===== config.mk =====
export PLATFORM = sky130hd
export DESIGN_NAME = cpm_top
export DESIGN_NICKNAME = d
export VERILOG_FILES = /design/src/cpm_pkg.sv /design/src/cpm_top.sv
export VERILOG_INCLUDE_DIRS = /design/src
export SDC_FILE = /design/constraint.sdc
export NUM_CORES = 1
export LEC_CHECK = 0
export ABC_CLOCK_PERIOD_IN_PS = 6300
export BUFFER_PORTS_ARGS = -buffer_cell sky130_fd_sc_hd__buf_2
export CELL_PAD_IN_SITES_DETAIL_PLACEMENT = 1
export CELL_PAD_IN_SITES_GLOBAL_PLACEMENT = 2
export CORE_ASPECT_RATIO = 0.9
export CORE_UTILIZATION = 36
export CTS_CLUSTER_SIZE = 14
export DETAILED_ROUTE_END_ITERATION = 12
export GPL_TIMING_DRIVEN = 0
export PLACE_DENSITY_LB_ADDON = 0.12
export SYNTH_ARGS = -nofsm -noshare
export SYNTH_HDL_FRONTEND = slang
export SYNTH_SLANG_ARGS = --single-unit

===== constraint.sdc =====
create_clock -name mclk_in -period 6.3 [get_ports mclk_in]
set_input_delay 0.315 -clock mclk_in [delete_from_list [all_inputs] [get_ports mclk_in]]
set_output_delay 0.315 -clock mclk_in [all_outputs]
set_load 0.01 [all_outputs]

===== src/cpm_cfg.svh =====
`ifndef CPM_CFG_SVH
`define CPM_CFG_SVH

// Register byte offsets
`define CPM_OFF_LOCK 8'h00
`define CPM_OFF_PLL 8'h04
`define CPM_OFF_USBPLL 8'h08
`define CPM_OFF_GATE 8'h0C
`define CPM_OFF_SLOW 8'h10
`define CPM_OFF_RATIO 8'h14
`define CPM_OFF_STATUS 8'h18

// Reset values
`define CPM_RST_LOCK 24'hFFFFFF
`define CPM_RST_PLL 20'h00000
`define CPM_RST_GATE 19'h7FFF8
`define CPM_RST_SLOW 8'h80
`define CPM_RST_RATIO 2'h0

// Field positions and peripheral gate count
`define CPM_LOCK_USB_HI 23
`define CPM_LOCK_USB_LO 12
`define CPM_LOCK_MAIN_HI 11
`define CPM_LOCK_MAIN_LO 0
`define CPM_GATE_STOP 0
`define CPM_GATE_IDLE 2
`define CPM_GATE_PER_LO 3
`define CPM_PERIPH_N 16
`define CPM_SLOW_VAL_HI 2
`define CPM_SLOW_BIT 4
`define CPM_SLOW_PLL_OFF 5
`define CPM_SLOW_USB_ON 7
`define CPM_RATIO_HALF_AHB 1
`define CPM_RATIO_HALF_APB 0

// Timing
`define CPM_CLK_MHZ 250
`define CPM_LOCK_MIN_US 150

`endif


===== src/cpm_pkg.sv =====
package cpm_pkg;
`include "cpm_cfg.svh"

	typedef enum logic [2:0] {
		CPM_NORMAL = 3'b000,
		CPM_SLOW = 3'b001,
		CPM_IDLE_WAIT = 3'b010,
		CPM_IDLE = 3'b011,
		CPM_STOP = 3'b100,
		CPM_WAKE_LOCK = 3'b101,
		CPM_WAKE_DONE = 3'b110
	} cpm_mode_t;

	typedef enum logic [1:0] {
		CPM_USB_LOW = 2'b00,
		CPM_USB_REF = 2'b01,
		CPM_USB_48 = 2'b10
	} cpm_usb_src_t;

	// APB request and answer
	typedef struct packed {
		logic psel;
		logic penable;
		logic pwrite;
		logic [7:0] paddr;
		logic [31:0] pwdata;
	} cpm_apb_req_t;

	typedef struct packed {
		logic pready;
		logic pslverr;
		logic [31:0] prdata;
	} cpm_apb_rsp_t;

	// Clock gating and selection outputs
	typedef struct packed {
		logic core_en;
		logic cpu_en;
		logic ahb_en;
		logic apb_en;
		logic core_src_pll;
		logic rtc_if_en;
		logic rtc_timer_en;
		logic main_pll_on;
		logic usb_pll_on;
		logic osc_on;
		cpm_usb_src_t usb_src;
		logic [`CPM_PERIPH_N-1:0] periph_en;
	} cpm_clk_out_t;

	typedef struct packed {
		cpm_mode_t mode;
		logic [23:0] lock_reg;
		logic [19:0] pll_cfg;
		logic [19:0] usb_cfg;
		logic [18:0] gate_reg;
		logic [7:0] slow_reg;
		logic [1:0] ratio_reg;
		logic [1:0] ratio_act;
		logic ratio_wait;
		logic ratio_hold;
		logic [1:0] ratio_dly;
		logic [1:0][11:0] lk_cnt;
		logic [1:0][15:0] lk_cyc;
		logic [1:0] lk_busy;
		logic pll_done;
		logic usb_done;
		logic [1:0] div_cnt;
		logic ahb_en;
		logic apb_en;
		logic [9:0] sync1;
		logic [9:0] sync2;
		logic ref_d;
		logic wake_irq;
		logic idle_req;
		logic [31:0] prdata;
	} cpm_state_t;
endpackage


===== src/cpm_top.sv =====
// Behaviour
// PLL output unused until at least 150 us of lock time pass
// Lock wait inserted automatically after reset and STOP wake-up
// Lock wait lasts programmed count of reference clock periods, per PLL
// Core runs on reference clock until PLL configuration is written
// PLL relocks only on new setting; switch to PLL right after lock
// PLL rewrite in NORMAL starts lock wait; internal clocks stop meanwhile
// Two bits select AHB core or half, APB AHB or half
// Ratio written after PLL change takes effect after lock wait
// Otherwise ratio valid after 1.5 AHB periods, 1 from default
// USB clock low during USB lock wait, then 48 MHz
// USB PLL off in STOP; back on at exit if enabled
// USB clock is reference while USB PLL off or unconfigured
// NORMAL/SLOW run all clocks, IDLE stops CPU, STOP stops all
// STOP stops RTC bus clock, RTC timekeeping clock runs
// Peripheral clocks gateable; basic blocks stay clocked in NORMAL
// IDLE exits on external wake, RTC alarm or any interrupt
// STOP halts PLLs and oscillator; only NORMAL follows STOP
// STOP exit needs wake input, then clock gate rewrite
// Software prepares memory, LCD, masks and TLB before STOP
// External wake works even with all interrupts masked
// Core clock gated during wake lock, then wake interrupt raised
// Software passes through SLOW when changing PLL dividers
// SLOW mode core clock comes from reference input
// Lock register: USB count bits 23:12, main count 11:0
// Idle bit enters IDLE only after CPU wrapper acknowledge
// Only legal mode transitions are taken, others ignored
//
// Design decisions made here: the APB register port and the address map.
`timescale 1ns/1ps
`include "cpm_cfg.svh"
module cpm_top
	import cpm_pkg::*;
#(
	parameter int LOCK_MIN_CYC = `CPM_LOCK_MIN_US * `CPM_CLK_MHZ
)
(
	input wire logic mclk_in, // Block clock, 250 MHz
	input wire logic rst_n_in, // Synchronous reset, active low
	input wire cpm_apb_req_t apb_in, // APB request
	output cpm_apb_rsp_t apb_out, // APB answer
	input wire logic ref_clk_in, // Reference clock pin, sampled
	input wire logic [7:0] ext_wake_in, // External wake pins
	input wire logic rtc_alarm_in, // RTC alarm pin
	input wire logic irq_any_in, // Any pending interrupt
	input wire logic cpu_idle_ack_in, // CPU wrapper idle acknowledge
	output logic cpu_idle_req_out, // Idle request to CPU wrapper
	output logic wake_irq_out, // Wake-up interrupt pulse
	output cpm_clk_out_t clk_out, // Clock gates and selects
	output logic [19:0] pll_div_out, // Main PLL divider values
	output logic [19:0] usb_pll_div_out, // USB PLL divider values
	output logic [2:0] slow_div_out, // Slow clock divider
	output logic [1:0] ratio_out, // Active divide ratio
	output cpm_mode_t mode_out // Power mode
);

	localparam logic [15:0] LOCK_MIN = 16'(LOCK_MIN_CYC);

	cpm_state_t st;
	cpm_state_t next_st;

	localparam cpm_state_t ST_RST = '{
		mode: CPM_NORMAL,
		lock_reg: `CPM_RST_LOCK,
		pll_cfg: `CPM_RST_PLL,
		usb_cfg: `CPM_RST_PLL,
		gate_reg: `CPM_RST_GATE,
		slow_reg: `CPM_RST_SLOW,
		ratio_reg: `CPM_RST_RATIO,
		ratio_act: `CPM_RST_RATIO,
		ratio_wait: 1'b0,
		ratio_hold: 1'b1,
		ratio_dly: 2'h0,
		lk_cnt: {12'hFFF, 12'hFFF},
		lk_cyc: {16'h0000, 16'h0000},
		lk_busy: 2'h3,
		pll_done: 1'b0,
		usb_done: 1'b0,
		div_cnt: 2'h0,
		ahb_en: 1'b1,
		apb_en: 1'b1,
		sync1: 10'h000,
		sync2: 10'h000,
		ref_d: 1'b0,
		wake_irq: 1'b0,
		idle_req: 1'b0,
		prdata: 32'h00000000
	};

	logic wr;
	logic rd_setup;
	logic hit;
	logic ref_tick;
	logic ext_wake;
	logic rtc_wake;
	logic [1:0] lk_start;
	logic [1:0] lk_end;
	logic [11:0] lk_load [2];
	logic core_en;
	logic in_stop;
	logic main_lock_gate;
	logic usb_on;
	logic main_off;
	logic [31:0] rdata;

	// Decode and synchronised inputs
	always_comb
	begin
		wr = apb_in.psel & apb_in.penable & apb_in.pwrite;
		rd_setup = apb_in.psel & ~apb_in.penable;
		case (apb_in.paddr)
			`CPM_OFF_LOCK, `CPM_OFF_PLL, `CPM_OFF_USBPLL, `CPM_OFF_GATE,
			`CPM_OFF_SLOW, `CPM_OFF_RATIO, `CPM_OFF_STATUS: hit = 1'b1;
			default: hit = 1'b0;
		endcase
		ref_tick = st.sync2[9] & ~st.ref_d;
		ext_wake = |st.sync2[7:0];
		rtc_wake = st.sync2[8];
		lk_load[0] = st.lock_reg[`CPM_LOCK_MAIN_HI:`CPM_LOCK_MAIN_LO];
		lk_load[1] = st.lock_reg[`CPM_LOCK_USB_HI:`CPM_LOCK_USB_LO];
		usb_on = st.slow_reg[`CPM_SLOW_USB_ON];
		main_off = st.slow_reg[`CPM_SLOW_PLL_OFF];
		in_stop = (st.mode == CPM_STOP) || (st.mode == CPM_WAKE_LOCK);
		// Clocks stop while the PLL relocks in NORMAL
		main_lock_gate = (st.mode == CPM_NORMAL) && st.pll_done
			&& st.lk_busy[0];
		core_en = ~in_stop & ~main_lock_gate;
		case (st.mode)
			CPM_IDLE_WAIT, CPM_IDLE: rdata = {29'h0, st.mode};
			default: rdata = {29'h0, st.mode};
		endcase
		case (apb_in.paddr)
			`CPM_OFF_LOCK: rdata = {8'h00, st.lock_reg};
			`CPM_OFF_PLL: rdata = {12'h000, st.pll_cfg};
			`CPM_OFF_USBPLL: rdata = {12'h000, st.usb_cfg};
			`CPM_OFF_GATE: rdata = {13'h0000, st.gate_reg};
			`CPM_OFF_SLOW: rdata = {24'h000000, st.slow_reg};
			`CPM_OFF_RATIO: rdata = {30'h0, st.ratio_reg};
			`CPM_OFF_STATUS: rdata = {23'h0, st.ratio_act, st.usb_done,
				st.pll_done, st.lk_busy, st.mode};
			default: rdata = 32'h00000000;
		endcase
	end

	// Next state of the whole block
	always_comb
	begin
		next_st = st;
		lk_start = 2'b00;
		// Pins pass two flops before use
		next_st.sync1 = {ref_clk_in, rtc_alarm_in, ext_wake_in};
		next_st.sync2 = st.sync1;
		next_st.ref_d = st.sync2[9];
		next_st.wake_irq = 1'b0;
		if (rd_setup)
			next_st.prdata = rdata;

		// Register writes take effect at the access edge
		if (wr)
		begin
			case (apb_in.paddr)
				`CPM_OFF_LOCK: next_st.lock_reg = apb_in.pwdata[23:0];
				`CPM_OFF_PLL:
				begin
					next_st.pll_cfg = apb_in.pwdata[19:0];
					next_st.pll_done = 1'b1;
					next_st.ratio_hold = 1'b1;
					if (st.mode != CPM_SLOW || !main_off)
						lk_start[0] = 1'b1;
				end
				`CPM_OFF_USBPLL:
				begin
					next_st.usb_cfg = apb_in.pwdata[19:0];
					next_st.usb_done = 1'b1;
					if (usb_on)
						lk_start[1] = 1'b1;
				end
				`CPM_OFF_GATE:
				begin
					next_st.gate_reg = apb_in.pwdata[18:0];
					// A rewrite after wake-up completes the return
					if (st.mode == CPM_WAKE_DONE)
					begin
						next_st.gate_reg[`CPM_GATE_STOP] = 1'b0;
						next_st.gate_reg[`CPM_GATE_IDLE] = 1'b0;
					end
				end
				`CPM_OFF_SLOW:
				begin
					next_st.slow_reg = apb_in.pwdata[7:0];
					if (!usb_on && apb_in.pwdata[`CPM_SLOW_USB_ON])
						lk_start[1] = 1'b1;
					// PLL restarts when turned back on in SLOW
					if (st.mode == CPM_SLOW && main_off
						&& !apb_in.pwdata[`CPM_SLOW_PLL_OFF])
						lk_start[0] = 1'b1;
				end
				`CPM_OFF_RATIO:
				begin
					next_st.ratio_reg = apb_in.pwdata[1:0];
					next_st.ratio_wait = 1'b1;
					// One AHB period from default, else 1.5 rounded up
					if (st.ratio_act == `CPM_RST_RATIO)
						next_st.ratio_dly = 2'd1;
					else if (st.ratio_act[`CPM_RATIO_HALF_AHB])
						next_st.ratio_dly = 2'd3;
					else
						next_st.ratio_dly = 2'd2;
				end
				default: ;
			endcase
		end

		// Power mode sequencer; other requests are left pending
		case (st.mode)
			CPM_NORMAL:
			begin
				if (st.gate_reg[`CPM_GATE_STOP])
					next_st.mode = CPM_STOP;
				else if (st.gate_reg[`CPM_GATE_IDLE])
				begin
					next_st.mode = CPM_IDLE_WAIT;
					next_st.idle_req = 1'b1;
				end
				else if (st.slow_reg[`CPM_SLOW_BIT])
					next_st.mode = CPM_SLOW;
			end
			CPM_SLOW:
			begin
				// Leave only with the PLL on and locked
				if (!st.slow_reg[`CPM_SLOW_BIT] && !main_off
					&& !st.lk_busy[0] && !lk_start[0])
					next_st.mode = CPM_NORMAL;
			end
			CPM_IDLE_WAIT:
			begin
				if (cpu_idle_ack_in)
				begin
					next_st.mode = CPM_IDLE;
					next_st.idle_req = 1'b0;
				end
			end
			CPM_IDLE:
			begin
				if (ext_wake || rtc_wake || irq_any_in)
				begin
					next_st.mode = CPM_NORMAL;
					next_st.gate_reg[`CPM_GATE_IDLE] = 1'b0;
				end
			end
			CPM_STOP:
			begin
				if (ext_wake || rtc_wake)
				begin
					next_st.mode = CPM_WAKE_LOCK;
					next_st.ratio_hold = 1'b1;
					lk_start[0] = 1'b1;
					lk_start[1] = usb_on;
				end
			end
			CPM_WAKE_LOCK:
			begin
				if (!st.lk_busy[0])
				begin
					next_st.mode = CPM_WAKE_DONE;
					next_st.wake_irq = 1'b1;
				end
			end
			CPM_WAKE_DONE:
			begin
				if (wr && apb_in.paddr == `CPM_OFF_GATE)
					next_st.mode = CPM_NORMAL;
			end
			default: next_st.mode = CPM_NORMAL;
		endcase

		// Lock engines, one per PLL
		for (int i = 0; i < 2; i++)
		begin
			lk_end[i] = st.lk_busy[i] && (st.lk_cnt[i] == 12'h000)
				&& (st.lk_cyc[i] >= LOCK_MIN);
			if (lk_start[i])
			begin
				next_st.lk_busy[i] = 1'b1;
				next_st.lk_cnt[i] = lk_load[i];
				next_st.lk_cyc[i] = 16'h0000;
			end
			else if (lk_end[i])
				next_st.lk_busy[i] = 1'b0;
			else if (st.lk_busy[i])
			begin
				if (ref_tick && st.lk_cnt[i] != 12'h000)
					next_st.lk_cnt[i] = st.lk_cnt[i] - 12'h001;
				if (st.lk_cyc[i] < LOCK_MIN)
					next_st.lk_cyc[i] = st.lk_cyc[i] + 16'h0001;
			end
		end

		// Ratio update, held back behind a lock wait
		if (lk_end[0] && !lk_start[0])
			next_st.ratio_hold = 1'b0;
		// A fresh write restarts the countdown instead of being decremented
		if (st.ratio_wait && !(wr && apb_in.paddr == `CPM_OFF_RATIO))
		begin
			if (st.ratio_hold)
			begin
				if (lk_end[0] && !lk_start[0])
				begin
					next_st.ratio_act = st.ratio_reg;
					next_st.ratio_wait = 1'b0;
				end
			end
			else if (st.ratio_dly <= 2'd1)
			begin
				next_st.ratio_act = st.ratio_reg;
				next_st.ratio_wait = 1'b0;
			end
			else
				next_st.ratio_dly = st.ratio_dly - 2'd1;
		end
		if (wr && apb_in.paddr == `CPM_OFF_RATIO)
			next_st.ratio_wait = 1'b1;

		// AHB and APB enables from a divide counter
		next_st.div_cnt = st.div_cnt + 2'd1;
		next_st.ahb_en = core_en && (!st.ratio_act[`CPM_RATIO_HALF_AHB]
			|| next_st.div_cnt[0]);
		case (st.ratio_act)
			2'b00: next_st.apb_en = core_en;
			2'b01, 2'b10: next_st.apb_en = core_en && next_st.div_cnt[0];
			2'b11: next_st.apb_en = core_en && (next_st.div_cnt == 2'd3);
			default: next_st.apb_en = core_en;
		endcase
	end

	// State register
	always_ff @(posedge mclk_in)
	begin
		if (!rst_n_in)
			st <= ST_RST;
		else
			st <= next_st;
	end

	// APB answer: no wait states, error on unmapped offsets
	assign apb_out.pready = 1'b1;
	assign apb_out.pslverr = apb_in.psel & apb_in.penable & ~hit;
	assign apb_out.prdata = st.prdata;

	// Clock gating and source selection
	always_comb
	begin
		clk_out.core_en = core_en;
		clk_out.cpu_en = core_en && (st.mode != CPM_IDLE);
		clk_out.ahb_en = st.ahb_en;
		clk_out.apb_en = st.apb_en;
		// Reference until configured, in SLOW, and while relocking
		clk_out.core_src_pll = st.pll_done && !st.lk_busy[0]
			&& (st.mode != CPM_SLOW);
		clk_out.rtc_if_en = ~in_stop;
		clk_out.rtc_timer_en = 1'b1;
		clk_out.main_pll_on = ~(st.mode == CPM_STOP)
			&& ~(st.mode == CPM_SLOW && main_off);
		clk_out.usb_pll_on = (st.mode != CPM_STOP) && usb_on;
		clk_out.osc_on = (st.mode != CPM_STOP);
		if (in_stop)
			clk_out.usb_src = CPM_USB_LOW;
		else if (!usb_on || !st.usb_done)
			clk_out.usb_src = CPM_USB_REF;
		else if (st.lk_busy[1])
			clk_out.usb_src = CPM_USB_LOW;
		else
			clk_out.usb_src = CPM_USB_48;
		clk_out.periph_en = core_en ? st.gate_reg[18:`CPM_GATE_PER_LO]
			: '0;
	end

	assign cpu_idle_req_out = st.idle_req;
	assign wake_irq_out = st.wake_irq;
	assign pll_div_out = st.pll_cfg;
	assign usb_pll_div_out = st.usb_cfg;
	assign slow_div_out = st.slow_reg[`CPM_SLOW_VAL_HI:0];
	assign ratio_out = st.ratio_act;
	assign mode_out = st.mode;

endmodule


* After elaboration in Yosys (flattened, before gate mapping)
Index checks and enable logic that the tools add are counted.
** Cells by class
- $add $sub $neg :: 6
- Reduce and logical (&&, ||, !) cells :: 74
- Bitwise operators :: 16
- Equality and inequality tests :: 31
- Order comparisons :: 5
- Mux-type cells :: 64
** Operators with widths (number)
- $pmux W24 S7 :: 1
- $mux W12 :: 8
- $mux W3 :: 13
- $add A16 B1 Y16 const B :: 2
- $ge A16 B16 Y1 const B :: 2
- $lt A16 B16 Y1 const B :: 2
- $logic_and A1 B1 Y1 :: 26
- $eq A8 B5 Y1 const B :: 3
- $logic_not A12 Y1 :: 2
- $mux W2 :: 12
- $reduce_bool A12 Y1 :: 2
- $sub A12 B1 Y12 const B :: 2
- $mux W1 :: 21
- $pmux W3 S7 :: 1
- $ne A2 B2 Y1 const B :: 9
- $eq A8 B4 Y1 const B :: 2
- $mux W16 :: 1
- $reduce_and A3 Y1 :: 5
- $reduce_and A2 Y1 :: 7
- $mux W13 :: 1
- $reduce_bool A2 Y1 :: 6
- $logic_not A1 Y1 :: 10
- $not A1 Y1 :: 10
- $eq A3 B3 Y1 const B :: 3
- other kinds (27) :: 45
** Storage, ports and cells
- Word-level logic and storage cells :: 225
- Bits of input ports :: 57
- Bits in registers :: 221

* Depth between registers and ports, before layout
Gate-level depths: netlist (run 1).
- Word-level depth :: 14
- Mapped depth :: 8
- Gate-level depth less buffers :: 7

* Least setup slack after synthesis (run 1)
No wires, ideal clock.
- Path type :: register -> register
- From :: reg st[73] in the netlist's numbering
- To :: reg st[75] in the netlist's numbering
- Data arrival time :: 2.081 ns
- Library setup time :: 0.070 ns
- Period minus slack after synthesis :: 2.151 ns
- Slack :: 4.149 ns
- Data required time :: 6.230 ns
- Stages on the path, launching flop included :: 6
- Buffers on the path :: 0
- Cells stage by stage :: dfxtp_1 > or4_4 > a2111oi_4 > o21ai_2 > or4_1 > a21oi_1
** Between the ends
- Cells in the longest elaborated chain, start to end :: 4
** RTL lines
- start: declaration :: RTL line cpm_top.sv:59 : cpm_state_t st;
- start signal: assignment :: RTL line cpm_top.sv:342 : st <= next_st;
- $ge A16 B16 Y1 :: RTL line cpm_top.sv:281 : && (st.lk_cyc[i] >= LOCK_MIN);
- $logic_and A1 B1 Y1 :: RTL line cpm_top.sv:281
- $not A1 Y1 (no line)
- $reduce_and A3 Y1 (no line)
Parallel ways exist; a longest one is shown, timed or not.
A chain may end at the register's enable or synchronous reset.

* Worst setup path in the final report (run 1)
- From :: reg st, in the netlist mode_out[0]
- To :: out clk_out[27] in the netlist's numbering
** Between the ends
- Cells in the longest elaborated chain, start to end :: 5
** RTL lines
- $logic_not A3 Y1 :: RTL line cpm_top.sv:125 : main_lock_gate = (st.mode == CPM_NORMAL) && st.pll_done
- $logic_and A1 B1 Y1 :: RTL line cpm_top.sv:125
- $logic_and A1 B1 Y1 :: RTL line cpm_top.sv:126 : && st.lk_busy[0];
- $not A1 Y1 :: RTL line cpm_top.sv:127 : core_en = ~in_stop & ~main_lock_gate;
- $and A1 B1 Y1 (*) :: RTL line cpm_top.sv:127
- end: declaration :: RTL line cpm_top.sv:49 : output cpm_clk_out_t clk_out,
Every way passes the cells marked *; elsewhere a longest branch is shown, timed or not.

==> impl_metrics.csv, run 1 <==
group,metric,value,unit
sta,slew_headroom,14.8,%
clocking,cts_tree,"built",
cells_and_area,fillCellCount,3363,
setup_path,crit_arrival,2760,ps
routing,drc,0,
global_route,gr-usage-all-layers,25.7,%
yosys,avgSynthCellArea,8.24,um2
routing,num_vias,9741,
sta,setup_viol,0,
clocking,cts.repair.resized,0,
pwr,p_clk_share,47.6,%
sta,fmax,0.325,GHz
setup_path,startpoint_type,"flop",
setup_path,r2r-end,"st[100]",
setup_path,critPathMaxStageDelay,710,ps
yosys,post-synth-top-area-cell,"dfxtp_1",
global_route,grt_pass1_vias,9462,
clocking,htreeDepth,1,
pwr,p_leak,4.91,nW
placement,place_congestion,0.892,
yosys,ys_seq_area_share,42.1,%
routing,final_antenna_net_count,0,
outcome,status,"completed",
routing,avgRoutedWirePerCell,20.7,um
setup_path,ff2ff_path_depth,7,
hold_path,min_path_cells,3,
global_route,grt-ovfl-total,0,
die,pin_count,169,
setup_path,crit-reg2reg-launch,"mode_out[2]",
pwr,seqPwrFrac,47.3,%
die,initial_utilization,37.1,%
yosys,synth-edff-count,0,
cells_and_area,antenna_cells,0,
die,die_y,161,um
yosys,yosysTopAreaCellShare,42.1,%
clocking,cts_buffers,25,
clocking,cts_max_path_buffers,3,
pwr,p_sw_share,23.9,%
cells_and_area,layout-drive-gt1-share,20.5,%
yosys,synth_area_leaders,"dfxtp_1 (42%), nand2_1 (7.8%), buf_4 (6.3%), a21oi_1 (4.5%), nand3_1 (3.3%)",
setup_path,crit_fanout,10,
cells_and_area,fin_util,44.7,%
sta,grt_setup_unrepaired,"no",
sta,worstMarginPinSlew,1260,ps
setup_path,path_cells,"clkbuf_1 > inv_1 > a31oi_1 > nor2_1 > clkbuf_1 > inv_1 > buf_4 > buf_2",
setup_path,cp-end-kind,"output pin",
clocking,clk-insertion-delay-late,530,ps
sta,period_share,48.8,%
clocking,cts-root-buf,"clkbuf_16",
yosys,synth-seq-cells,213,
global_route,grt_max_degree,13,
die,die_w,179,um
setup_path,r2r_setup_slack,3250,ps
run,maxCapViolations,0,
routing,drtIter0Drc,585,
hold_path,hold_class,"in2reg",
cells_and_area,area_delta_synth_final,20.6,%
clocking,cts_sinks,213,
placement,place_area,11400,um2
yosys,synth_most_common_cell,"dfxtp_1",
pwr,powerDensity,236,nW/um2
sta,drv_slew,0,
yosys,netlist_area,10100,um2
clocking,clk_pin_slew_worst_paths,60,ps
placement,dpl.hpwl,27.6,mm
routing,routed_wirelength,37.1,mm
cells_and_area,nets,1490,
sta,fin_skew,8.42,ps
sta,fin_crit,3080,ps
setup_path,critPathBufInv,6,
hold_path,hold_path_end,"lk_load[9]",
sta,finalHoldViolCount,0,
pwr,ir_drop,0.000182,V
pwr,p_sw,0.690,mW
global_route,antenna_found_initial,0,
sta,setup_tns,0,ps
yosys,synth.distinct_cells,72,
cells_and_area,seq_area,4260,um2
pwr,p_int,2.20,mW
cells_and_area,post-route-cell-area,12200,um2
yosys,syn_inst,1229,
cells_and_area,multi_input_area,4910,um2
die,fp.dieArea,28800,um2
routing,routed_via_density,5.42,
placement,io_buffer_count,150,
yosys,synthTopCellsByCount,"dfxtp_1 (213), nand2_1 (210), a21oi_1 (91)",
global_route,grt_pass1_wl,56.5,mm
yosys,async_reset_ff_share,0,%
setup_path,cp_top_family,"buffers and inverters",
routing,first_pass_iters,5,
pwr,p_total,2.89,mW
setup_path,worstSetupPathType,"reg2out",
setup_path,critical_path_required,5980,ps
setup_path,crit_slowest_cell,"clkbuf_1",
hold_path,holdCritStartpoint,"apb_in[21]",
die,core-area,27300,um2
yosys,yosysWarnings,0,
die,rows,57,
yosys,synth_ff_type,"dfxtp_1",
pwr,pwr-share-comb,5.0,%
## layer usage
metal  GRT usage (%)  wire, um
met5               0         0
met4            4.70       607
met3            3.70      1790
met2            42.1     17200
met1            36.0     17500
## final cells by class
cell class,count,area share [%]
multi-input combinational,848,40.2
sequential,213,34.9
buffer,153,7.36
timing repair buffer,161,7.05
clock buffer,40,5.99
tap,354,3.63
inverter,23,0.707
clock inverter,4,0.195
## per-stage QoR
| stage | hold WS (ps) | cells | setup slack [ps] |
|---|---|---|---|
| after floorplan | 412 | 1237 | 4150 |
| after global placement | 416 | 1741 | 3020 |
| after detailed placement | 420 | 1741 | 3020 |
| after CTS | 6.86 | 1796 | 3220 |
| after global routing | 26.9 | 1796 | 3040 |
| final | 29.6 | 1796 | 3220 |
## power groups by stage
stage	Clock (mW)	Combinational [mW]	Sequential (mW)
global route	1.45	0.158	1.37
CTS	1.40	0.145	1.37
finish	1.38	0.145	1.37
global placement	0	0.137	1.40
floorplan	0	0.0725	1.39
detailed placement	0	0.139	1.40
## layout by cell type, fill, tap and decap left out, types with 10 or more instances in the layout
cell             n
a22o_1          30
nand3_1         67
buf_2          155
nor2_1          52
or3_1           27
buf_4           85
dfxtp_1        213
mux2i_1         22
clkbuf_1        70
nor2b_1         19
nor3_1          35
xnor2_1         10
a21oi_1         91
and2_1          25
and3_1          13
clkbuf_16       25
dlygate4sd3_1   11
or4_1           11
inv_1           23
nor4_1          15
a31oi_1         10
nand2_1        210
conb_1          10
o21ai_0         46
## worst register-to-register path, cell delays in order, from the launching register on
cell and delay [ps]:
dfxtp_1 320, clkbuf_1 220, nor4bb_1 840, nor4_1 200, a211oi_2 500, nand2_1 340
buf_2 300, o22a_1 200
## sequential cells by signal, summed over array words and instances (netlist names)
signal            flops
ratio_out             2
main_off              1
pll_div_out          20
usb_pll_div_out      20
st                  100
rtc_wake              1
next_st              11
slow_div_out          3
lk_load              24
mode_out              3
clk_out               2
apb_out              24
cpu_idle_req_out      1
wake_irq_out          1
## how the worst max path moves through the flow
stage                     start          end  slack [ps]  cells past startpoint
floorplan                st[73]       st[75]        4150                      5
global placement     apb_in[36]  apb_out[17]        3020                      8
detailed placement   apb_in[37]  apb_out[16]        3020                      8
CTS                 mode_out[0]  clk_out[27]        3220                      8
global route        mode_out[2]       st[99]        3040                      7
finish              mode_out[0]  clk_out[27]        3220                      8
## timing repair
action                                 in CTS  in global routing
endpoints found under the hold margin      11                  0
buffers inserted                            0                  0
hold buffers                               11                  0
## cell families (layout without fill, tap and decap cells)
family | count (synthesis) | in the layout | synth area share [%]
other cells | 2 | 10 | 0.0742
mux | 30 | 30 | 3.06
fa+ha+maj | 8 | 8 | 0.988
flops | 213 | 213 | 42.1
simple gates | 523 | 523 | 25.6
buf+inv | 176 | 381 | 9.74
compound gates | 258 | 258 | 16.7
xor+xnor | 19 | 19 | 1.64
No activity file was read; power rests on OpenSTA's default activity.
==> run 2, diff against run 1 <==
--- a/config.mk
+++ b/config.mk
@@ -6,12 +6,13 @@
 export SDC_FILE = /design/constraint.sdc
 export NUM_CORES = 1
 export LEC_CHECK = 0
-export ABC_CLOCK_PERIOD_IN_PS = 6300
+export ABC_AREA = 1
+export ABC_CLOCK_PERIOD_IN_PS = 3050
 export BUFFER_PORTS_ARGS = -buffer_cell sky130_fd_sc_hd__buf_2
 export CELL_PAD_IN_SITES_DETAIL_PLACEMENT = 1
 export CELL_PAD_IN_SITES_GLOBAL_PLACEMENT = 2
 export CORE_ASPECT_RATIO = 0.9
-export CORE_UTILIZATION = 36
+export CORE_UTILIZATION = 32
 export CTS_CLUSTER_SIZE = 14
 export DETAILED_ROUTE_END_ITERATION = 12
 export GPL_TIMING_DRIVEN = 0
==> constraint.sdc (replaced) <==
create_clock -name mclk_in -period 3.05 [get_ports mclk_in]
set_input_delay 0.1525 -clock mclk_in [delete_from_list [all_inputs] [get_ports mclk_in]]
set_output_delay 0.1525 -clock mclk_in [all_outputs]
set_load 0.01 [all_outputs]
==> run 2 against run 1 <==
  * Core utilization shrank 4.1 points
  * Clock power rose by 130%
  * First-iteration DRC count shrank 29%
  * Register-to-register slack worse by 2400 ps
  * Sequential share of layout area shrank 2.0 points
  * Synthesized cell count increased by 18%
  * Cell count rose by 18%
  * Worst setup slack worse by 3000 ps
  * Critical path type unchanged
==> impl_metrics.csv, run 2 <==
group,metric,value,unit
yosys,synth-seq-cells,213,
clocking,cts_tree,"built",
routing,num_vias,10100,
cells_and_area,largest_reg_flops,100,
setup_path,path_cells,"inv_2 > nor2_1 > inv_1 > nand2_1 > clkbuf_1 > nor2_1 > buf_2",
routing,avgRoutedWirePerCell,17.4,um
setup_path,critical_path_required,2900,ps
pwr,p_sw,1.55,mW
die,initial_utilization,32.6,%
sta,hold_slack,197,ps
routing,met1_length,18.9,mm
cells_and_area,final_cell_mix,"nand2_1 (279), dfxtp_1 (213), inv_1 (183), buf_2 (160), nor2_1 (123)",
sta,finalHoldViolCount,0,
routing,top_layer,"met4",
yosys,ys_seq_area_share,40.9,%
hold_path,holdCritStartpoint,"apb_in[40]",
setup_path,worstSetupPathType,"reg2out",
sta,slew_headroom,41.3,%
sta,worstMarginPinSlew,881,ps
clocking,clk-insertion-delay-late,540,ps
sta,fmax,0.349,GHz
routing,final_antenna_net_count,0,
hold_path,min_path_cells,4,
yosys,avgSynthCellArea,7.17,um2
cells_and_area,fin_util,40.6,%
die,fp.dieArea,33300,um2
global_route,grt_max_degree,14,
routing,wl_met2,15.9,mm
setup_path,ff2ff_path_depth,7,
yosys,synth_top_family_by_area,"simple AND/OR/NAND/NOR gates",
sta,drv_slew,0,
cells_and_area,max_flop_register,"st",
pwr,p_sw_share,24.1,%
sta,period_share,94.0,%
pwr,p_int,4.89,mW
pwr,powerDensity,496,nW/um2
yosys,synthSimpleGateAreaFrac,23.4,%
sta,grt_setup_unrepaired,"no",
yosys,synth.distinct_cells,45,
cells_and_area,mostFrequentLayoutCell,"nand2_1",
hold_path,hold_class,"in2reg",
setup_path,startpoint_type,"flop",
pwr,pwr-share-comb,6.1,%
cells_and_area,area_delta_synth_final,24.4,%
pwr,p_total,6.44,mW
yosys,muxShareOfSynthArea,0,%
yosys,synthTopCellsByCount,"nand2_1 (279), dfxtp_1 (213), inv_1 (183)",
pwr,p_leak,6.03,nW
outcome,status,"completed",
run,maxCapViolations,0,
setup_path,cp_common_cell,"nor2_1",
clocking,cts_setup_buffers,0,
routing,met3_length,1.41,mm
sta,setup_tns,0,ps
sta,setup_viol,0,
global_route,grt-ovfl-total,0,
yosys,yosysTopAreaCellShare,40.9,%
setup_path,crit_slowest_cell,"dfxtp_1",
hold_path,hold_path_end,"st[134]",
setup_path,cp-end-kind,"output pin",
yosys,post-synth-top-area-cell,"dfxtp_1",
clocking,cts_buffers,26,
setup_path,critPathBufInv,4,
placement,place_congestion,0.820,
sta,fin_crit,2870,ps
routing,drc,0,
yosys,synth_compound_area_share,16.3,%
setup_path,crit_arrival,2720,ps
placement,io_buffer_count,150,
clocking,clk_pin_slew_worst_paths,60,ps
clocking,cts_sinks,213,
yosys,synth-edff-count,0,
placement,dpl.hpwl,28.2,mm
routing,routed_via_density,4.78,
clocking,cts_max_path_buffers,3,
yosys,yosysWarnings,0,
yosys,synth_area_leaders,"dfxtp_1 (41%), nand2_1 (10%), inv_1 (6.6%), buf_4 (6.4%), a21oi_1 (5.8%)",
sta,worst_slack,182,ps
routing,drtIter0Drc,414,
yosys,synthAdderAreaFrac,0.960,%
sta,fin_skew,22.4,ps
pwr,p_clk_share,49.6,%
global_route,gr-usage-all-layers,22.2,%
placement,place_ws,733,ps
die,die_w,192,um
die,die_y,173,um
yosys,synth_most_common_cell,"nand2_1",
global_route,grt_pass1_vias,10000,
setup_path,crit_fanout,10,
yosys,syn_inst,1454,
routing,first_pass_iters,4,
setup_path,r2r-end,"st[104]",
setup_path,r2r_setup_slack,850,ps
cells_and_area,nets,1742,
yosys,synth_xor_area_share,2.69,%
setup_path,cp_top_family,"simple AND/OR/NAND/NOR gates",
yosys,synth_ff_type,"dfxtp_1",
setup_path,critPathMaxStageDelay,410,ps
die,core-area,32000,um2
die,pin_count,169,
global_route,antenna_found_initial,1,
yosys,netlist_area,10400,um2
clocking,htreeDepth,1,
setup_path,crit-reg2reg-launch,"st[36]",
clocking,cts-root-buf,"clkbuf_16",
pwr,ir_drop,0.000430,V
routing,routed_wirelength,36.8,mm
yosys,async_reset_ff_share,0,%
cells_and_area,layout-drive-gt1-share,19.8,%
die,rows,62,
pwr,seqPwrFrac,44.3,%
global_route,grt_pass1_wl,57.5,mm
run 2: layout make-up:
type,count,area [um2]
Tap cell,416,520
Fill cell,4082,19000
Timing Repair Buffer,187,1120
Clock buffer,34,721
Antenna cell,1,2.50
Sequential cell,213,4260
Inverter,196,736
Clock inverter,12,150
Buffer,142,895
Multi-Input combinational cell,911,4560
run 2: logic make-up (layout without fill, tap and decap cells):
logic type	Yosys count	count (layout)
AO/OA/AOI/OAI	298	298
XOR/XNOR	32	32
adder cells (fa/ha/maj)	8	8
buffers and inverters	338	571
flip-flops	213	213
other	2	11
AND/OR/NAND/NOR	563	563
run 2: tightest hold or removal path, cell delays in order:
cell	delay [ps]
buf_2	100
nand3_2	190
nor2_4	90
o211ai_1	160
run 2: through the flow:
stage          instance area, um2  std cells
6_report                    13000       2112
2_1_floorplan               10500       1462
5_1_grt                     13000       2111
3_5_place_dp                11700       2028
4_1_cts                     13000       2111
3_3_place_gp                11700       2028
run 2: how the worst max path moves through the flow:
stage / startpoint / endpoint / depth (start not counted)
floorplan: st[107] / st[118] / 13
global placement: mode_out[2] / clk_out[5] / 7
detailed placement: mode_out[2] / clk_out[11] / 7
CTS: mode_out[2] / clk_out[11] / 7
global route: mode_out[2] / clk_out[6] / 7
finish: mode_out[2] / clk_out[5] / 7
run 2: power by group through the flow:
stage	clock, mW	sequential, mW	combinational, mW
6_report	3.19	2.85	0.393
3_5_place_dp	0	2.92	0.357
2_1_floorplan	0	2.91	0.207
5_1_grt	3.38	2.86	0.438
4_1_cts	3.28	2.85	0.394
3_3_place_gp	0	2.91	0.351
run 2: what timing repair did:
item | 4_1_cts | 5_1_grt
gates resized for setup | 0 | 0
hold buffers | 37 | 0
endpoints found under the hold margin | 79 | 0
run 2: routing by layer:
metal | vias to the layer above | track usage, %
li1 | 5069 | -
met1 | 4808 | 32.8
met2 | 187 | 34.3
met3 | 35 | 2.94
met4 | 0 | 4.10
met5 | - | 0
==> run 3, diff against run 2 <==
--- a/config.mk
+++ b/config.mk
@@ -17,6 +17,7 @@
 export DETAILED_ROUTE_END_ITERATION = 12
 export GPL_TIMING_DRIVEN = 0
 export PLACE_DENSITY_LB_ADDON = 0.12
+export REMOVE_ABC_BUFFERS = 1
 export SYNTH_ARGS = -nofsm -noshare
 export SYNTH_HDL_FRONTEND = slang
 export SYNTH_SLANG_ARGS = --single-unit
==> run 3 against run 2 <==
  * Clock power rose by 6%
  * Critical path depth is the same
  * Critical path type is now in2reg
  * Largest power group unchanged
  * Via count decreased by 4.5%
==> impl_metrics.csv, run 3 (synthesized netlist as in run 2, its figures left out) <==
group,metric,value,unit
cells_and_area,antenna_cells,0,
sta,fmax,0.373,GHz
global_route,grt_max_degree,100,
setup_path,crit_fanout,99,
pwr,powerDensity,534,nW/um2
routing,final_antenna_net_count,0,
placement,place_ws,-449,ps
pwr,p_total,6.59,mW
clocking,cts_max_path_buffers,3,
clocking,cts-root-buf,"clkbuf_16",
placement,dpl.hpwl,23.3,mm
cells_and_area,fin_util,38.6,%
clocking,cts_setup_buffers,0,
clocking,cts_buffers,26,
clocking,clk_pin_slew_worst_paths,70,ps
run,maxCapViolations,0,
pwr,p_leak,5.53,nW
pwr,ir_drop,0.000367,V
cells_and_area,nets,1612,
setup_path,cp-end-kind,"flop",
pwr,p_clk_share,51.2,%
outcome,status,"completed",
routing,routed_wirelength,34.4,mm
cells_and_area,fin_cells,1983,
die,die_w,192,um
placement,io_buffer_count,150,
pwr,p_sw_share,23.1,%
routing,num_vias,9642,
pwr,p_int,5.06,mW
die,pin_count,169,
global_route,gr-usage-all-layers,21.0,%
die,die_y,173,um
sta,grt_setup_unrepaired,"no",
clocking,clk-insertion-delay-late,540,ps
cells_and_area,largest_reg_flops,100,
pwr,pwr-share-comb,5.5,%
global_route,grt_pass1_wl,55.0,mm
sta,period_share,88.0,%
placement,place_congestion,0.798,
global_route,grt-ovfl-total,0,
routing,avgRoutedWirePerCell,17.3,um
die,initial_utilization,32.6,%
sta,worstMarginPinSlew,958,ps
clocking,cts_tree,"built",
pwr,seqPwrFrac,43.3,%
placement,place_area,10900,um2
clocking,cts_sinks,213,
cells_and_area,final_cell_mix,"nand2_1 (277), dfxtp_1 (213), inv_1 (183), buf_2 (149), nor2_1 (121)",
setup_path,startpoint_type,"primary input",
die,rows,62,
sta,finalHoldViolCount,0,
sta,worst_slack,367,ps
cells_and_area,layout-drive-gt1-share,15.4,%
setup_path,critical_path_required,3500,ps
sta,fin_crit,2680,ps
sta,setup_viol,0,
routing,routed_via_density,4.86,
sta,slew_headroom,36.0,%
setup_path,worstSetupPathType,"in2reg",
placement,dp.cells,1889,
routing,first_pass_iters,4,
setup_path,crit_arrival,3130,ps
die,fp.dieArea,33300,um2
cells_and_area,area_delta_synth_final,18.3,%
cells_and_area,post-route-cell-area,12300,um2
cells_and_area,max_flop_register,"st",
global_route,antenna_found_initial,0,
clocking,htreeDepth,1,
cells_and_area,mostFrequentLayoutCell,"nand2_1",
routing,drc,0,
sta,drv_slew,0,
die,core-area,32000,um2
hold_path,hold_class,"in2reg",
global_route,grt_pass1_vias,9881,
sta,fin_skew,14.5,ps
routing,drtIter0Drc,359,
pwr,p_sw,1.52,mW
## run 3: power groups by stage
| stage | clock [mW] | sequential (mW) | combinational [mW] |
|---|---|---|---|
| global placement | 0 | 2.92 | 0.308 |
| detailed placement | 0 | 2.92 | 0.317 |
| floorplan | 0 | 2.91 | 0.160 |
| CTS | 3.46 | 2.85 | 0.364 |
| global route | 3.59 | 2.86 | 0.405 |
| finish | 3.37 | 2.85 | 0.360 |
## run 3: routing by layer
metal / wire length (um) / global-route usage, % / up-vias
met3: 1890 / 3.08 / 33
li1: - / - / 4809
met2: 15100 / 33.1 / 194
met4: 490 / 3.64 / 0
met1: 16900 / 30.3 / 4606
met5: 0 / 0 / -
## run 3: worst max-delay path, stage by stage
cell and delay, ps:
dlygate4sd3_1 540, buf_6 290, buf_16 390, clkinv_2 790, nor2_2 430, inv_2 190, nor3_1 240
## run 3: cell type report
| cell class | count | area (um2) |
|---|---|---|
| sequential | 213 | 4260 |
| clock inverter | 8 | 146 |
| clock buffer | 40 | 785 |
| timing repair buffer | 199 | 1280 |
| multi-input combinational | 911 | 4590 |
| tap | 416 | 520 |
| inverter | 196 | 737 |
| fill | 4033 | 19600 |
## run 3: timing repair
action	4_1_cts	5_1_grt
resized for setup	0	3
endpoints found under the setup margin	0	31
hold buffers	46	0
endpoints found under the hold margin	114	0
## run 3: worst paths after layout
kind | slack (ps) | endpoint | cells after the start | startpoint
setup / recovery | 370 | st[74] | 7 | rst_n_in
hold / removal | 120 | apb_out[0] | 4 | apb_in[41]
setup reg to reg | 580 | st[116] | 10 | mode_out[0]
hold reg to reg | 410 | st[40] | 2 | next_st[40]
## run 3: through the flow
step | hold WS [ps] | setup TNS [ps]
floorplan | 221 | 0
global placement | 334 | -236870
detailed placement | 339 | -17140
CTS | 126 | 0
global route | 161 | 0
finish | 124 | 0
